File: config.mk
export PLATFORM = sky130hd
export DESIGN_NAME = servo_trace_capture
export DESIGN_NICKNAME = d
export VERILOG_FILES = /design/src/pkg/trace_capture_pkg.sv /design/src/rtl/servo_trace_capture.sv
export SDC_FILE = /design/constraint.sdc
export NUM_CORES = 1
export LEC_CHECK = 0
export ABC_AREA = 0
export BUFFER_PORTS_ARGS = -buffer_cell sky130_fd_sc_hd__buf_2
export CORE_MARGIN = 10
export CORE_UTILIZATION = 50
export DETAILED_ROUTE_END_ITERATION = 10
export PLACE_DENSITY = 0.74
export SLEW_MARGIN = 20
export SYNTH_ARGS = -nofsm -noshare
export SYNTH_HDL_FRONTEND = slang
export SYNTH_SLANG_ARGS = --single-unit
File: constraint.sdc
create_clock -name core_clk -period 15 [get_ports core_clk]
set_input_delay 0.75 -clock core_clk [delete_from_list [all_inputs] [get_ports core_clk]]
set_output_delay 0.75 -clock core_clk [all_outputs]
set_load 0.03 [all_outputs]
File: src/pkg/trace_capture_pkg.sv
/*
  constants, register map and types for the servo trace capture engine.
  assumes a 200 MHz core clock and an external shared sample table write port.
*/
package trace_capture_pkg;
    localparam int AXI_AW = 8;
    localparam int DATA_W = 32;
    localparam int TBL_AW = 16;
    localparam int PERIOD_W = 16;
    localparam int SRC_W = 3;
    localparam int NUM_SRC = 4;
    localparam int CNT_W = 18;

    localparam logic [AXI_AW-1:0] ADDR_CTRL   = 8'h00;
    localparam logic [AXI_AW-1:0] ADDR_PERIOD = 8'h04;
    localparam logic [AXI_AW-1:0] ADDR_START  = 8'h08;
    localparam logic [AXI_AW-1:0] ADDR_STOP   = 8'h0C;
    localparam logic [AXI_AW-1:0] ADDR_SRC    = 8'h10;
    localparam logic [AXI_AW-1:0] ADDR_POS    = 8'h14;
    localparam logic [AXI_AW-1:0] ADDR_SERVO  = 8'h18;
    localparam logic [AXI_AW-1:0] ADDR_STATUS = 8'h1C;

    localparam int CTRL_EN_BIT = 0;
    localparam int CTRL_TRIG_BIT = 1;
    localparam int SERVO_SEL_BIT = 0;
    localparam int STAT_ARMED_BIT = 0;
    localparam int STAT_RUN_BIT = 1;

    localparam logic [PERIOD_W-1:0] PERIOD_RST = 16'h0001;
    localparam logic [TBL_AW-1:0]   START_RST  = 16'h0000;
    localparam logic [TBL_AW-1:0]   STOP_RST   = 16'h0000;

    localparam logic [SRC_W-1:0] SRC_NONE      = 3'h0;
    localparam logic [SRC_W-1:0] SRC_MEAS_POS  = 3'h1;
    localparam logic [SRC_W-1:0] SRC_DEM_POS   = 3'h2;
    localparam logic [SRC_W-1:0] SRC_MEAS_VEL  = 3'h3;
    localparam logic [SRC_W-1:0] SRC_AUX       = 3'h4;

    localparam logic [1:0] RESP_OKAY   = 2'h0;
    localparam logic [1:0] RESP_SLVERR = 2'h2;

    localparam int CLK_FREQ_MHZ = 200;
    localparam int SERVO_SHORT_US = 500;
    localparam int SERVO_LONG_US = 1000;
    localparam int SERVO_SHORT_CYCLES = SERVO_SHORT_US * CLK_FREQ_MHZ;
    localparam int SERVO_LONG_CYCLES = SERVO_LONG_US * CLK_FREQ_MHZ;

    typedef enum logic [1:0] {ST_OFF, ST_ARMED, ST_RUN, ST_WRITE} state_t;
endpackage

File: src/rtl/servo_trace_capture.sv
/*
  servo trace capture engine with an AXI4-Lite register slave and a write port
  into the shared sample table.
  assumes the table arbiter accepts one write per cycle and that the motion
  inputs are synchronous to core_clk.
*/
// Register access over AXI4-Lite and the address map are this design's own decisions.
`timescale 1ns/1ps
module servo_trace_capture
    import trace_capture_pkg::*;
#(
    parameter int unsigned SERVO_SHORT_CYC = SERVO_SHORT_CYCLES,
    parameter int unsigned SERVO_LONG_CYC  = SERVO_LONG_CYCLES
)(
    input  wire logic              core_clk,
    input  wire logic              resetn,
    input  wire logic [AXI_AW-1:0] s_axi_awaddr,
    input  wire logic              s_axi_awvalid,
    output logic                   s_axi_awready,
    input  wire logic [DATA_W-1:0] s_axi_wdata,
    input  wire logic [3:0]        s_axi_wstrb,
    input  wire logic              s_axi_wvalid,
    output logic                   s_axi_wready,
    output logic [1:0]             s_axi_bresp,
    output logic                   s_axi_bvalid,
    input  wire logic              s_axi_bready,
    input  wire logic [AXI_AW-1:0] s_axi_araddr,
    input  wire logic              s_axi_arvalid,
    output logic                   s_axi_arready,
    output logic [DATA_W-1:0]      s_axi_rdata,
    output logic [1:0]             s_axi_rresp,
    output logic                   s_axi_rvalid,
    input  wire logic              s_axi_rready,
    input  wire logic [DATA_W-1:0] encoderCount,
    input  wire logic [DATA_W-1:0] demandPosition,
    input  wire logic [DATA_W-1:0] auxValue,
    output logic                   servoTick,
    output logic                   tableWrEn,
    output logic [TBL_AW-1:0]      tableWrAddr,
    output logic [DATA_W-1:0]      tableWrData
);

    state_t                state_reg, state_next;
    logic                  awHeld_reg, awHeld_next;
    logic                  wHeld_reg, wHeld_next;
    logic [AXI_AW-1:0]     awAddr_reg, awAddr_next;
    logic [DATA_W-1:0]     wData_reg, wData_next;
    logic [3:0]            wStrb_reg, wStrb_next;
    logic                  bValid_reg, bValid_next;
    logic [1:0]            bResp_reg, bResp_next;
    logic                  rValid_reg, rValid_next;
    logic [1:0]            rResp_reg, rResp_next;
    logic [DATA_W-1:0]     rData_reg, rData_next;
    logic                  enable_reg, enable_next;
    logic [PERIOD_W-1:0]   period_reg, period_next;
    logic [TBL_AW-1:0]     start_reg, start_next;
    logic [TBL_AW-1:0]     stop_reg, stop_next;
    logic [NUM_SRC*SRC_W-1:0] srcSel_reg, srcSel_next;
    logic                  servoSel_reg, servoSel_next;
    logic [CNT_W-1:0]      tickCnt_reg, tickCnt_next;
    logic [DATA_W-1:0]     prevEnc_reg, prevEnc_next;
    logic [DATA_W-1:0]     measuredVelocity_reg, measuredVelocity_next;
    logic [PERIOD_W-1:0]   sampCnt_reg, sampCnt_next;
    logic [2:0]            numSrc_reg, numSrc_next;
    logic [TBL_AW-1:0]     secLen_reg, secLen_next;
    logic [TBL_AW-1:0]     pos_reg, pos_next;
    logic [TBL_AW-1:0]     secBase_reg, secBase_next;
    logic [1:0]            wrIdx_reg, wrIdx_next;
    logic [DATA_W-1:0]     snap_reg [NUM_SRC];
    logic [DATA_W-1:0]     snap_next [NUM_SRC];
    logic [DATA_W-1:0]     srcVal [NUM_SRC];
    logic                  tblWe_reg, tblWe_next;
    logic [TBL_AW-1:0]     tblAddr_reg, tblAddr_next;
    logic [DATA_W-1:0]     tblData_reg, tblData_next;

    logic                  doWrite;
    logic [DATA_W-1:0]     merged;
    logic                  armRise;
    logic                  trigPulse;
    logic [CNT_W-1:0]      tickLen;
    logic [TBL_AW:0]       span;
    logic [TBL_AW:0]       secDiv;
    logic [2:0]            leadCount;
    logic [DATA_W-1:0]     periodWord, startWord, stopWord, srcWord;

    function automatic logic [DATA_W-1:0] applyStrb(input logic [DATA_W-1:0] old,
                                                    input logic [DATA_W-1:0] nw,
                                                    input logic [3:0] strb);
        logic [DATA_W-1:0] res;
        res = old;
        for (int b = 0; b < 4; b++)
        begin
            if (strb[b])
            begin
                res[b*8 +: 8] = nw[b*8 +: 8];
            end
        end
        return res;
    endfunction

    // raw selection per source slot; no unit scaling on any path
    for (genvar k = 0; k < NUM_SRC; k++)
    begin : g_src
        always_comb
        begin
            case (srcSel_reg[k*SRC_W +: SRC_W])
                SRC_MEAS_POS: srcVal[k] = encoderCount;
                SRC_DEM_POS:  srcVal[k] = demandPosition;
                SRC_MEAS_VEL: srcVal[k] = measuredVelocity_reg;
                SRC_AUX:      srcVal[k] = auxValue;
                default:      srcVal[k] = '0;
            endcase
        end
    end

    // leading selected slots; slot zero always counts since software must fill it
    always_comb
    begin
        leadCount = 3'h1;
        if (srcSel_reg[1*SRC_W +: SRC_W] != SRC_NONE)
        begin
            leadCount = 3'h2;
            if (srcSel_reg[2*SRC_W +: SRC_W] != SRC_NONE)
            begin
                leadCount = 3'h3;
                if (srcSel_reg[3*SRC_W +: SRC_W] != SRC_NONE)
                begin
                    leadCount = 3'h4;
                end
            end
        end
    end

    assign span = {1'b0, stop_reg} - {1'b0, start_reg} + {{TBL_AW{1'b0}}, 1'b1};

    // equal sections; leftover words at the window end stay unused
    always_comb
    begin
        case (leadCount)
            3'h2:    secDiv = span >> 1;
            3'h3:    secDiv = span / 3'h3;
            3'h4:    secDiv = span >> 2;
            default: secDiv = span;
        endcase
    end

    assign tickLen = servoSel_reg ? SERVO_LONG_CYC[CNT_W-1:0] : SERVO_SHORT_CYC[CNT_W-1:0];
    // at-or-past so a shorter cycle never strands the counter
    assign servoTick = (tickCnt_reg >= tickLen - 1'b1);
    assign doWrite = awHeld_reg && wHeld_reg;
    assign merged = applyStrb({{(DATA_W-1){1'b0}}, enable_reg}, wData_reg, wStrb_reg);
    assign armRise = doWrite && (awAddr_reg == ADDR_CTRL) && merged[CTRL_EN_BIT] && !enable_reg;
    assign trigPulse = doWrite && (awAddr_reg == ADDR_CTRL) && merged[CTRL_TRIG_BIT];
    assign periodWord = applyStrb({{(DATA_W-PERIOD_W){1'b0}}, period_reg}, wData_reg, wStrb_reg);
    assign startWord = applyStrb({{(DATA_W-TBL_AW){1'b0}}, start_reg}, wData_reg, wStrb_reg);
    assign stopWord = applyStrb({{(DATA_W-TBL_AW){1'b0}}, stop_reg}, wData_reg, wStrb_reg);
    assign srcWord = applyStrb({{(DATA_W-NUM_SRC*SRC_W){1'b0}}, srcSel_reg}, wData_reg, wStrb_reg);

    assign s_axi_awready = !awHeld_reg && !bValid_reg;
    assign s_axi_wready  = !wHeld_reg && !bValid_reg;
    assign s_axi_arready = !rValid_reg;
    assign s_axi_bvalid  = bValid_reg;
    assign s_axi_bresp   = bResp_reg;
    assign s_axi_rvalid  = rValid_reg;
    assign s_axi_rresp   = rResp_reg;
    assign s_axi_rdata   = rData_reg;
    assign tableWrEn     = tblWe_reg;
    assign tableWrAddr   = tblAddr_reg;
    assign tableWrData   = tblData_reg;

    always_comb
    begin
        awHeld_next = awHeld_reg;
        wHeld_next = wHeld_reg;
        awAddr_next = awAddr_reg;
        wData_next = wData_reg;
        wStrb_next = wStrb_reg;
        bValid_next = bValid_reg;
        bResp_next = bResp_reg;
        rValid_next = rValid_reg;
        rResp_next = rResp_reg;
        rData_next = rData_reg;
        enable_next = enable_reg;
        period_next = period_reg;
        start_next = start_reg;
        stop_next = stop_reg;
        srcSel_next = srcSel_reg;
        servoSel_next = servoSel_reg;
        if (s_axi_awvalid && s_axi_awready)
        begin
            awHeld_next = 1'b1;
            awAddr_next = s_axi_awaddr;
        end
        if (s_axi_wvalid && s_axi_wready)
        begin
            wHeld_next = 1'b1;
            wData_next = s_axi_wdata;
            wStrb_next = s_axi_wstrb;
        end
        if (bValid_reg && s_axi_bready)
        begin
            bValid_next = 1'b0;
        end
        if (doWrite)
        begin
            awHeld_next = 1'b0;
            wHeld_next = 1'b0;
            bValid_next = 1'b1;
            bResp_next = RESP_OKAY;
            if (awAddr_reg == ADDR_CTRL)
            begin
                enable_next = merged[CTRL_EN_BIT];
            end
            else if (awAddr_reg == ADDR_PERIOD)
            begin
                period_next = periodWord[PERIOD_W-1:0];
            end
            else if (awAddr_reg == ADDR_START)
            begin
                start_next = startWord[TBL_AW-1:0];
            end
            else if (awAddr_reg == ADDR_STOP)
            begin
                stop_next = stopWord[TBL_AW-1:0];
            end
            else if (awAddr_reg == ADDR_SRC)
            begin
                srcSel_next = srcWord[NUM_SRC*SRC_W-1:0];
            end
            else if (awAddr_reg == ADDR_SERVO)
            begin
                if (wStrb_reg[0])
                begin
                    servoSel_next = wData_reg[SERVO_SEL_BIT];
                end
            end
            else if (awAddr_reg == ADDR_POS || awAddr_reg == ADDR_STATUS)
            begin
                bResp_next = RESP_OKAY;
            end
            else
            begin
                bResp_next = RESP_SLVERR;
            end
        end
        if (rValid_reg && s_axi_rready)
        begin
            rValid_next = 1'b0;
        end
        if (s_axi_arvalid && s_axi_arready)
        begin
            rValid_next = 1'b1;
            rResp_next = RESP_OKAY;
            rData_next = '0;
            if (s_axi_araddr == ADDR_CTRL)
            begin
                rData_next[CTRL_EN_BIT] = enable_reg;
            end
            else if (s_axi_araddr == ADDR_PERIOD)
            begin
                rData_next[PERIOD_W-1:0] = period_reg;
            end
            else if (s_axi_araddr == ADDR_START)
            begin
                rData_next[TBL_AW-1:0] = start_reg;
            end
            else if (s_axi_araddr == ADDR_STOP)
            begin
                rData_next[TBL_AW-1:0] = stop_reg;
            end
            else if (s_axi_araddr == ADDR_SRC)
            begin
                rData_next[NUM_SRC*SRC_W-1:0] = srcSel_reg;
            end
            else if (s_axi_araddr == ADDR_POS)
            begin
                rData_next[TBL_AW-1:0] = start_reg + pos_reg;
            end
            else if (s_axi_araddr == ADDR_SERVO)
            begin
                rData_next[SERVO_SEL_BIT] = servoSel_reg;
            end
            else if (s_axi_araddr == ADDR_STATUS)
            begin
                rData_next[STAT_ARMED_BIT] = (state_reg == ST_ARMED);
                rData_next[STAT_RUN_BIT] = (state_reg == ST_RUN) || (state_reg == ST_WRITE);
            end
            else
            begin
                rResp_next = RESP_SLVERR;
            end
        end
    end

    always_comb
    begin
        state_next = state_reg;
        tickCnt_next = servoTick ? '0 : tickCnt_reg + 1'b1;
        prevEnc_next = prevEnc_reg;
        measuredVelocity_next = measuredVelocity_reg;
        sampCnt_next = sampCnt_reg;
        numSrc_next = numSrc_reg;
        secLen_next = secLen_reg;
        pos_next = pos_reg;
        secBase_next = secBase_reg;
        wrIdx_next = wrIdx_reg;
        snap_next = snap_reg;
        tblWe_next = 1'b0;
        tblAddr_next = tblAddr_reg;
        tblData_next = tblData_reg;
        if (servoTick)
        begin
            prevEnc_next = encoderCount;
            measuredVelocity_next = encoderCount - prevEnc_reg;
        end
        case (state_reg)
            ST_OFF:
            begin
                if (armRise)
                begin
                    state_next = ST_ARMED;
                    numSrc_next = leadCount;
                    secLen_next = (secDiv == '0) ? {{(TBL_AW-1){1'b0}}, 1'b1} : secDiv[TBL_AW-1:0];
                    pos_next = '0;
                end
            end
            ST_ARMED:
            begin
                if (trigPulse)
                begin
                    state_next = ST_WRITE;
                    snap_next = srcVal;
                    wrIdx_next = '0;
                    secBase_next = start_reg;
                end
            end
            ST_RUN:
            begin
                if (servoTick)
                begin
                    sampCnt_next = sampCnt_reg + 1'b1;
                    if (sampCnt_reg + 1'b1 >= period_reg)
                    begin
                        state_next = ST_WRITE;
                        snap_next = srcVal;
                        wrIdx_next = '0;
                        secBase_next = start_reg;
                    end
                end
            end
            ST_WRITE:
            begin
                tblWe_next = 1'b1;
                tblAddr_next = secBase_reg + pos_reg;
                tblData_next = snap_reg[wrIdx_reg];
                secBase_next = secBase_reg + secLen_reg;
                wrIdx_next = wrIdx_reg + 1'b1;
                if ({1'b0, wrIdx_reg} == numSrc_reg - 1'b1)
                begin
                    state_next = ST_RUN;
                    sampCnt_next = '0;
                    pos_next = (pos_reg + 1'b1 == secLen_reg) ? '0 : pos_reg + 1'b1;
                end
            end
            default:
            begin
                state_next = ST_OFF;
            end
        endcase
        // switching off wins over any sample in flight
        if (!enable_next)
        begin
            state_next = ST_OFF;
            tblWe_next = 1'b0;
        end
    end

    always_ff @(posedge core_clk or negedge resetn)
    begin
        if (!resetn)
        begin
            state_reg <= ST_OFF;
            awHeld_reg <= 1'b0;
            wHeld_reg <= 1'b0;
            awAddr_reg <= '0;
            wData_reg <= '0;
            wStrb_reg <= '0;
            bValid_reg <= 1'b0;
            bResp_reg <= RESP_OKAY;
            rValid_reg <= 1'b0;
            rResp_reg <= RESP_OKAY;
            rData_reg <= '0;
            enable_reg <= 1'b0;
            period_reg <= PERIOD_RST;
            start_reg <= START_RST;
            stop_reg <= STOP_RST;
            srcSel_reg <= '0;
            servoSel_reg <= 1'b0;
            tickCnt_reg <= '0;
            prevEnc_reg <= '0;
            measuredVelocity_reg <= '0;
            sampCnt_reg <= '0;
            numSrc_reg <= 3'h1;
            secLen_reg <= 16'h0001;
            pos_reg <= '0;
            secBase_reg <= '0;
            wrIdx_reg <= '0;
            snap_reg <= '{default: '0};
            tblWe_reg <= 1'b0;
            tblAddr_reg <= '0;
            tblData_reg <= '0;
        end
        else
        begin
            state_reg <= state_next;
            awHeld_reg <= awHeld_next;
            wHeld_reg <= wHeld_next;
            awAddr_reg <= awAddr_next;
            wData_reg <= wData_next;
            wStrb_reg <= wStrb_next;
            bValid_reg <= bValid_next;
            bResp_reg <= bResp_next;
            rValid_reg <= rValid_next;
            rResp_reg <= rResp_next;
            rData_reg <= rData_next;
            enable_reg <= enable_next;
            period_reg <= period_next;
            start_reg <= start_next;
            stop_reg <= stop_next;
            srcSel_reg <= srcSel_next;
            servoSel_reg <= servoSel_next;
            tickCnt_reg <= tickCnt_next;
            prevEnc_reg <= prevEnc_next;
            measuredVelocity_reg <= measuredVelocity_next;
            sampCnt_reg <= sampCnt_next;
            numSrc_reg <= numSrc_next;
            secLen_reg <= secLen_next;
            pos_reg <= pos_next;
            secBase_reg <= secBase_next;
            wrIdx_reg <= wrIdx_next;
            snap_reg <= snap_next;
            tblWe_reg <= tblWe_next;
            tblAddr_reg <= tblAddr_next;
            tblData_reg <= tblData_next;
        end
    end

endmodule // servo_trace_capture

# Yosys cells after proc, flatten, opt, wreduce, memory -nomap -nowiden
# Cells that the tools add are included.
dict set report word_totals {
  inputBits 155
  output_inout_bits 91
  ff_bits 442
}
dict set report op_classes {
  reduce_logical 49
  div 1
  add_sub_neg 12
  n_eq_ne 48
  bitwise 6
  order_cmp 3
  mux 80
}
# op count
set op_table {}
lappend op_table {{case mux 32 bit (4 select lines)} 4}
lappend op_table {{two-way mux 128 bit} 3}
lappend op_table {{case mux 128 bit (2 select lines)} 1}
lappend op_table {{two-way mux 16 bit} 12}
lappend op_table {{binary-select mux 32 bit (select 2 bit)} 1}
lappend op_table {{== test 8 x 5 -> 1 bit, second input constant} 8}
lappend op_table {{two-way mux 32 bit} 2}
lappend op_table {{case mux 16 bit (2 select lines)} 2}
lappend op_table {{two-way mux 2 bit} 27}
lappend op_table {{case mux 17 bit (3 select lines)} 1}
lappend op_table {{adder 16 bit} 3}
lappend op_table {{case mux 16 bit (3 select lines)} 1}
lappend op_table {{two-way mux 18 bit} 2}
lappend op_table {{adder 16 x 1 -> 16 bit, second input constant} 2}
lappend op_table {{== test 8 x 4 -> 1 bit, second input constant} 4}
lappend op_table {{subtractor 32 bit} 1}
lappend op_table {{== test 3 x 2 -> 1 bit, second input constant} 10}
lappend op_table {{adder 18 x 1 -> 18 bit, second input constant} 1}
lappend op_table {{>= comparator 18 bit} 1}
lappend op_table {{subtractor 18 x 1 -> 18 bit, second input constant} 1}
lappend op_table {{adder 17 x 1 -> 17 bit, second input constant} 1}
lappend op_table {{divider 17 x 2 -> 17 bit, second input constant} 1}
lappend op_table {{logical NOT 17 bit} 1}
lappend op_table {{subtractor 16 x 16 -> 17 bit} 1}
lappend op_table {{39 further kinds} 108}

# Longest topological paths before layout
dict set report logic_depth {
  depth_word 10
  depth_mapped 55
  depth_no_buf 46
}

# Worst setup path before layout
# Ideal clock, no wire load.
dict set report synth_path {
  path_type {register -> register}
  startpoint {register start_reg[1]}
  endpoint {register secLen_reg[0]}
  arrival_time_ps 10481
  setup_slack_ps 4428
  setup_ps 92
  stages_incl_launch_ff 49
  period_less_slack_ps 10572
  n_path_buf 5
  cell_sequence {dfrtp_1 ha_1 inv_1 ha_1 inv_1 fa_1 nor2b_2 o2111ai_1 a21oi_2 o22a_1 nand2_2 inv_1 ha_1 nor3_1 nor4b_2 o21a_1 buf_6 nor2_2 [13 not listed] and3b_1 and4_1 buf_6 or3_1 nor4_2 a211o_1 and3_1 buf_4 nand2_1 buf_2 xnor2_1 ha_1 a21oi_1 a31o_2 nor4_1 o21ai_0 a2111oi_2 a31oi_1}
}
dict set report synth_between {
  elab_chain_cells 6
}
# element line_no
set synth_rtl {}
lappend synth_rtl {{start: declaration} servo_trace_capture.sv:56} ;# logic [TBL_AW-1:0] start_reg, start_next;
lappend synth_rtl {{start signal: assignment} servo_trace_capture.sv:428} ;# start_reg <= start_next;
lappend synth_rtl {{subtractor 16 x 16 -> 17 bit *} servo_trace_capture.sv:134} ;# assign span = {1'b0, stop_reg} - {1'b0, start_reg} + {{TBL_AW{1'b0}}, 1'b1};
lappend synth_rtl {{adder 17 x 1 -> 17 bit *} servo_trace_capture.sv:134}
lappend synth_rtl {{divider 17 x 2 -> 17 bit} servo_trace_capture.sv:141} ;# 3'h3: secDiv = span / 3'h3;
lappend synth_rtl {{case mux 17 bit (3 select lines) *} servo_trace_capture.sv:139} ;# case (leadCount)
lappend synth_rtl {{logical NOT 17 bit} servo_trace_capture.sv:323} ;# secLen_next = (secDiv == '0) ? {{(TBL_AW-1){1'b0}}, 1'b1} : secDiv[TBL_AW-1:0];
lappend synth_rtl {{two-way mux 16 bit *} servo_trace_capture.sv:323}
lappend synth_rtl {{end signal: assignment} servo_trace_capture.sv:437} ;# secLen_reg <= secLen_next;
lappend synth_rtl {{end: declaration} servo_trace_capture.sv:65} ;# logic [TBL_AW-1:0] secLen_reg, secLen_next;
# Mark *: on every way between the ends. The rest lies on a longest branch, timed or not.
# A chain may end at the register's enable or synchronous reset.

# Worst setup path in the final report
# Ends and elaborated chain as after synthesis.

==> results by group <==
Die
  • Die Wd: 268 um
  • Die Span Y: 268 um
  • Row count: 90
  • IO Count: 246
  • Core footprint: 0.0606 mm^2
  • Full die area: 0.0717 mm^2
  • Initial core utilization: 0.507

Clock network
  • Cts-stage hold buffer count: 0
  • CTS sink cnt: 440
  • CTS resizes: 0
  • Max Root-Sink Buffers: 3
  • Clock transition at path regs: 0.06 ns
  • Clock root cell: clkbuf_16
  • Num CTS Buffers: 49
  • CTS tree: done
  • H-Tree Depth: 2
  • Clock latency on the worst-skew pair: 0.62 ns
  • Postcts setup bufs: 0

Cells and area
  • Multi-input logic area: 0.0184 mm^2
  • Layout Cells excl Fill: 4414
  • Utilization after layout: 0.563
  • Share of cells above drive strength 1: 0.159
  • Fin nets: 3878
  • Fillers: 5428
  • Register area: 0.0110 mm^2
  • Commonest non-fill, non-tap cell in the layout: dfrtp_1
  • Number of flip-flops in the largest register: 128
  • Most frequent cells in the layout: dfrtp_1 (435), nand2_1 (344), nor2_1 (339)
  • Area grow syn2layout: 11.1%

Job
  • Max-cap viol count: 0

Synth
  • Syn Area/Cell: 8.81 um^2
  • Area of the mapped netlist: 0.0307 mm^2
  • Post-synth top flop: dfrtp_1
  • Post-synthesis cell type count: 124
  • Synth warn: 0
  • Cells after Synth: 3484
  • #FFs+latches synth: 440
  • FFs w/ async S/R, synth: 1.00
  • Sequential area share after synthesis: 0.359
  • Post-synth EDFFs: 0

Drt
  • Via/cell ratio: 6.40
  • Final ANT Viol Nets: 0
  • Drt wl/cell: 21.7 um
  • Met3 Wirelength: 8.90 mm
  • Length of routed met2 wiring: 43.3 mm
  • Wl on met1: 40.5 mm
  • Wirelength, routed: 95.7 mm
  • # DRC: 0
  • Via count: 28200
  • Highest metal used: met5
  • Initial drt markers: 3650
  • DRT Pass-1 Iters: 7

Timing
  • Slew headroom: 0.260
  • Fin crit share: 0.922
  • Final Max Tran Viols: 0
  • Worst Max-Slew Pin Slew: 1.10 ns
  • Final setup fails: 0
  • Max Freq: 0.0723 GHz
  • Tmin final: 13.82 ns
  • Final Hold Fails: 0
  • Final worst slack: 1.18 ns
  • Setup tns final: 0 ns
  • RSZ-0062 raised after global routing: false
  • Clock Skew: 0.0343 ns

Placed design
  • Place WS: 1.48 ns
  • Placer Congestion: 0.968
  • Post-DP HPWL: 64.9 mm
  • Placed insts: 4313
  • Port Buffers: 209

Min path
  • Worst Hold Class: in -> async

GRT
  • First-pass GRT wire length: 150 mm
  • Congestion Overflow GR: 0
  • Largest net degree at the start of global routing: 257
  • Vias in the first global route: 26700
  • Initial antenna violation count: 15
  • GR Util All Layers: 0.259

Worst setup path
  • Worst endpoint data arrival time: 14.32 ns
  • Critical path capture point type: flip-flop
  • Max stage delay on crit path: 0.72 ns
  • Crit path kind: reg -> reg
  • CP Launch Type: flip-flop
  • Critical Path Fanout Max: 15
  • Worst Setup SP: start_reg[1]
  • Slowest-stage cell, CP: and4_1
  • Worst R2R Start: start_reg[1]
  • CP required: 15.49 ns

Outcome
  • Status: completed
[worst max-delay path: cells and delay by family (launching register included)]
family	cells	cell delay, ns
XOR/XNOR	3	1.15
flip-flops	1	0.58
AO/OA/AOI/OAI	20	5.39
adder cells (fa/ha/maj)	5	1.75
AND/OR/NAND/NOR	11	3.64
buffers and inverters	4	0.59
multiplexers	1	0.58
[synthesized netlist by cell type, types with 33 or more instances]
cell type,n,area (um^2)
clkbuf_1,169,634
ha_1,136,1700
mux4_2,33,743
a22oi_1,268,2010
mux2_2,106,1190
xor2_1,42,368
o21ai_0,219,1100
a21o_1,33,248
dfrtp_1,437,10900
nand2_1,345,1290
nand3_1,78,390
a31oi_1,147,920
inv_1,149,559
xnor2_1,105,920
nand2b_1,46,288
a21oi_1,197,986
nor2_1,340,1280
nor3_1,40,200
and3_1,33,206
[routing by layer]
metal / vias up / track usage
met4: 8 / 0.0937
met3: 242 / 0.0444
met2: 1351 / 0.404
li1: 13100 / -
met1: 13600 / 0.358
met5: - / 0
[cells by family (layout without fill, tap and decap cells)]
kind of cell	Yosys count	after routing	share of synthesized area
adders and majority gates	142	142	0.0590
DFF	440	440	0.359
and+or+nand+nor	1057	1057	0.160
muxes	158	158	0.0693
buffers and inverters	367	488	0.0491
other	1	28	0.000122
AOI/OAI and AO/OA	1170	1170	0.260
xor gates and xnor gates	149	149	0.0430
[stage by stage]
step | hold slack, ns | instance area, um^2
floorplan | 0.449 | 30800
global placement | 0.455 | 32300
detailed placement | 0.457 | 32300
CTS | 0.232 | 34100
global route | 0.244 | 34100
finish | 0.152 | 34100
[path summary, 6_finish.rpt]
kind,end,slack (ns),cells past startpoint
max,secLen_reg[0],1.18,44
min,tableWrData[6],0.15,1
max reg2reg,secLen_reg[0],1.18,44
min reg2reg,tableWrData[14],0.47,2
max in group asynchronous,wrIdx_reg[1],12.73,3
min in group core_clk,s_axi_bvalid,0.32,2
[final cells by class]
type | instances | share of cell area
repair buffers | 248 | 0.0403
clock buffers | 69 | 0.0423
multi-input cells | 2694 | 0.539
inverters | 149 | 0.0164
flip-flops and latches | 440 | 0.323
clock inverters | 22 | 0.0101
well taps | 782 | 0.0287
diodes | 10 | 0.000734
Power is not shown: default switching activity piles up to over one toggle a cycle in this logic, so the estimate is an artifact.
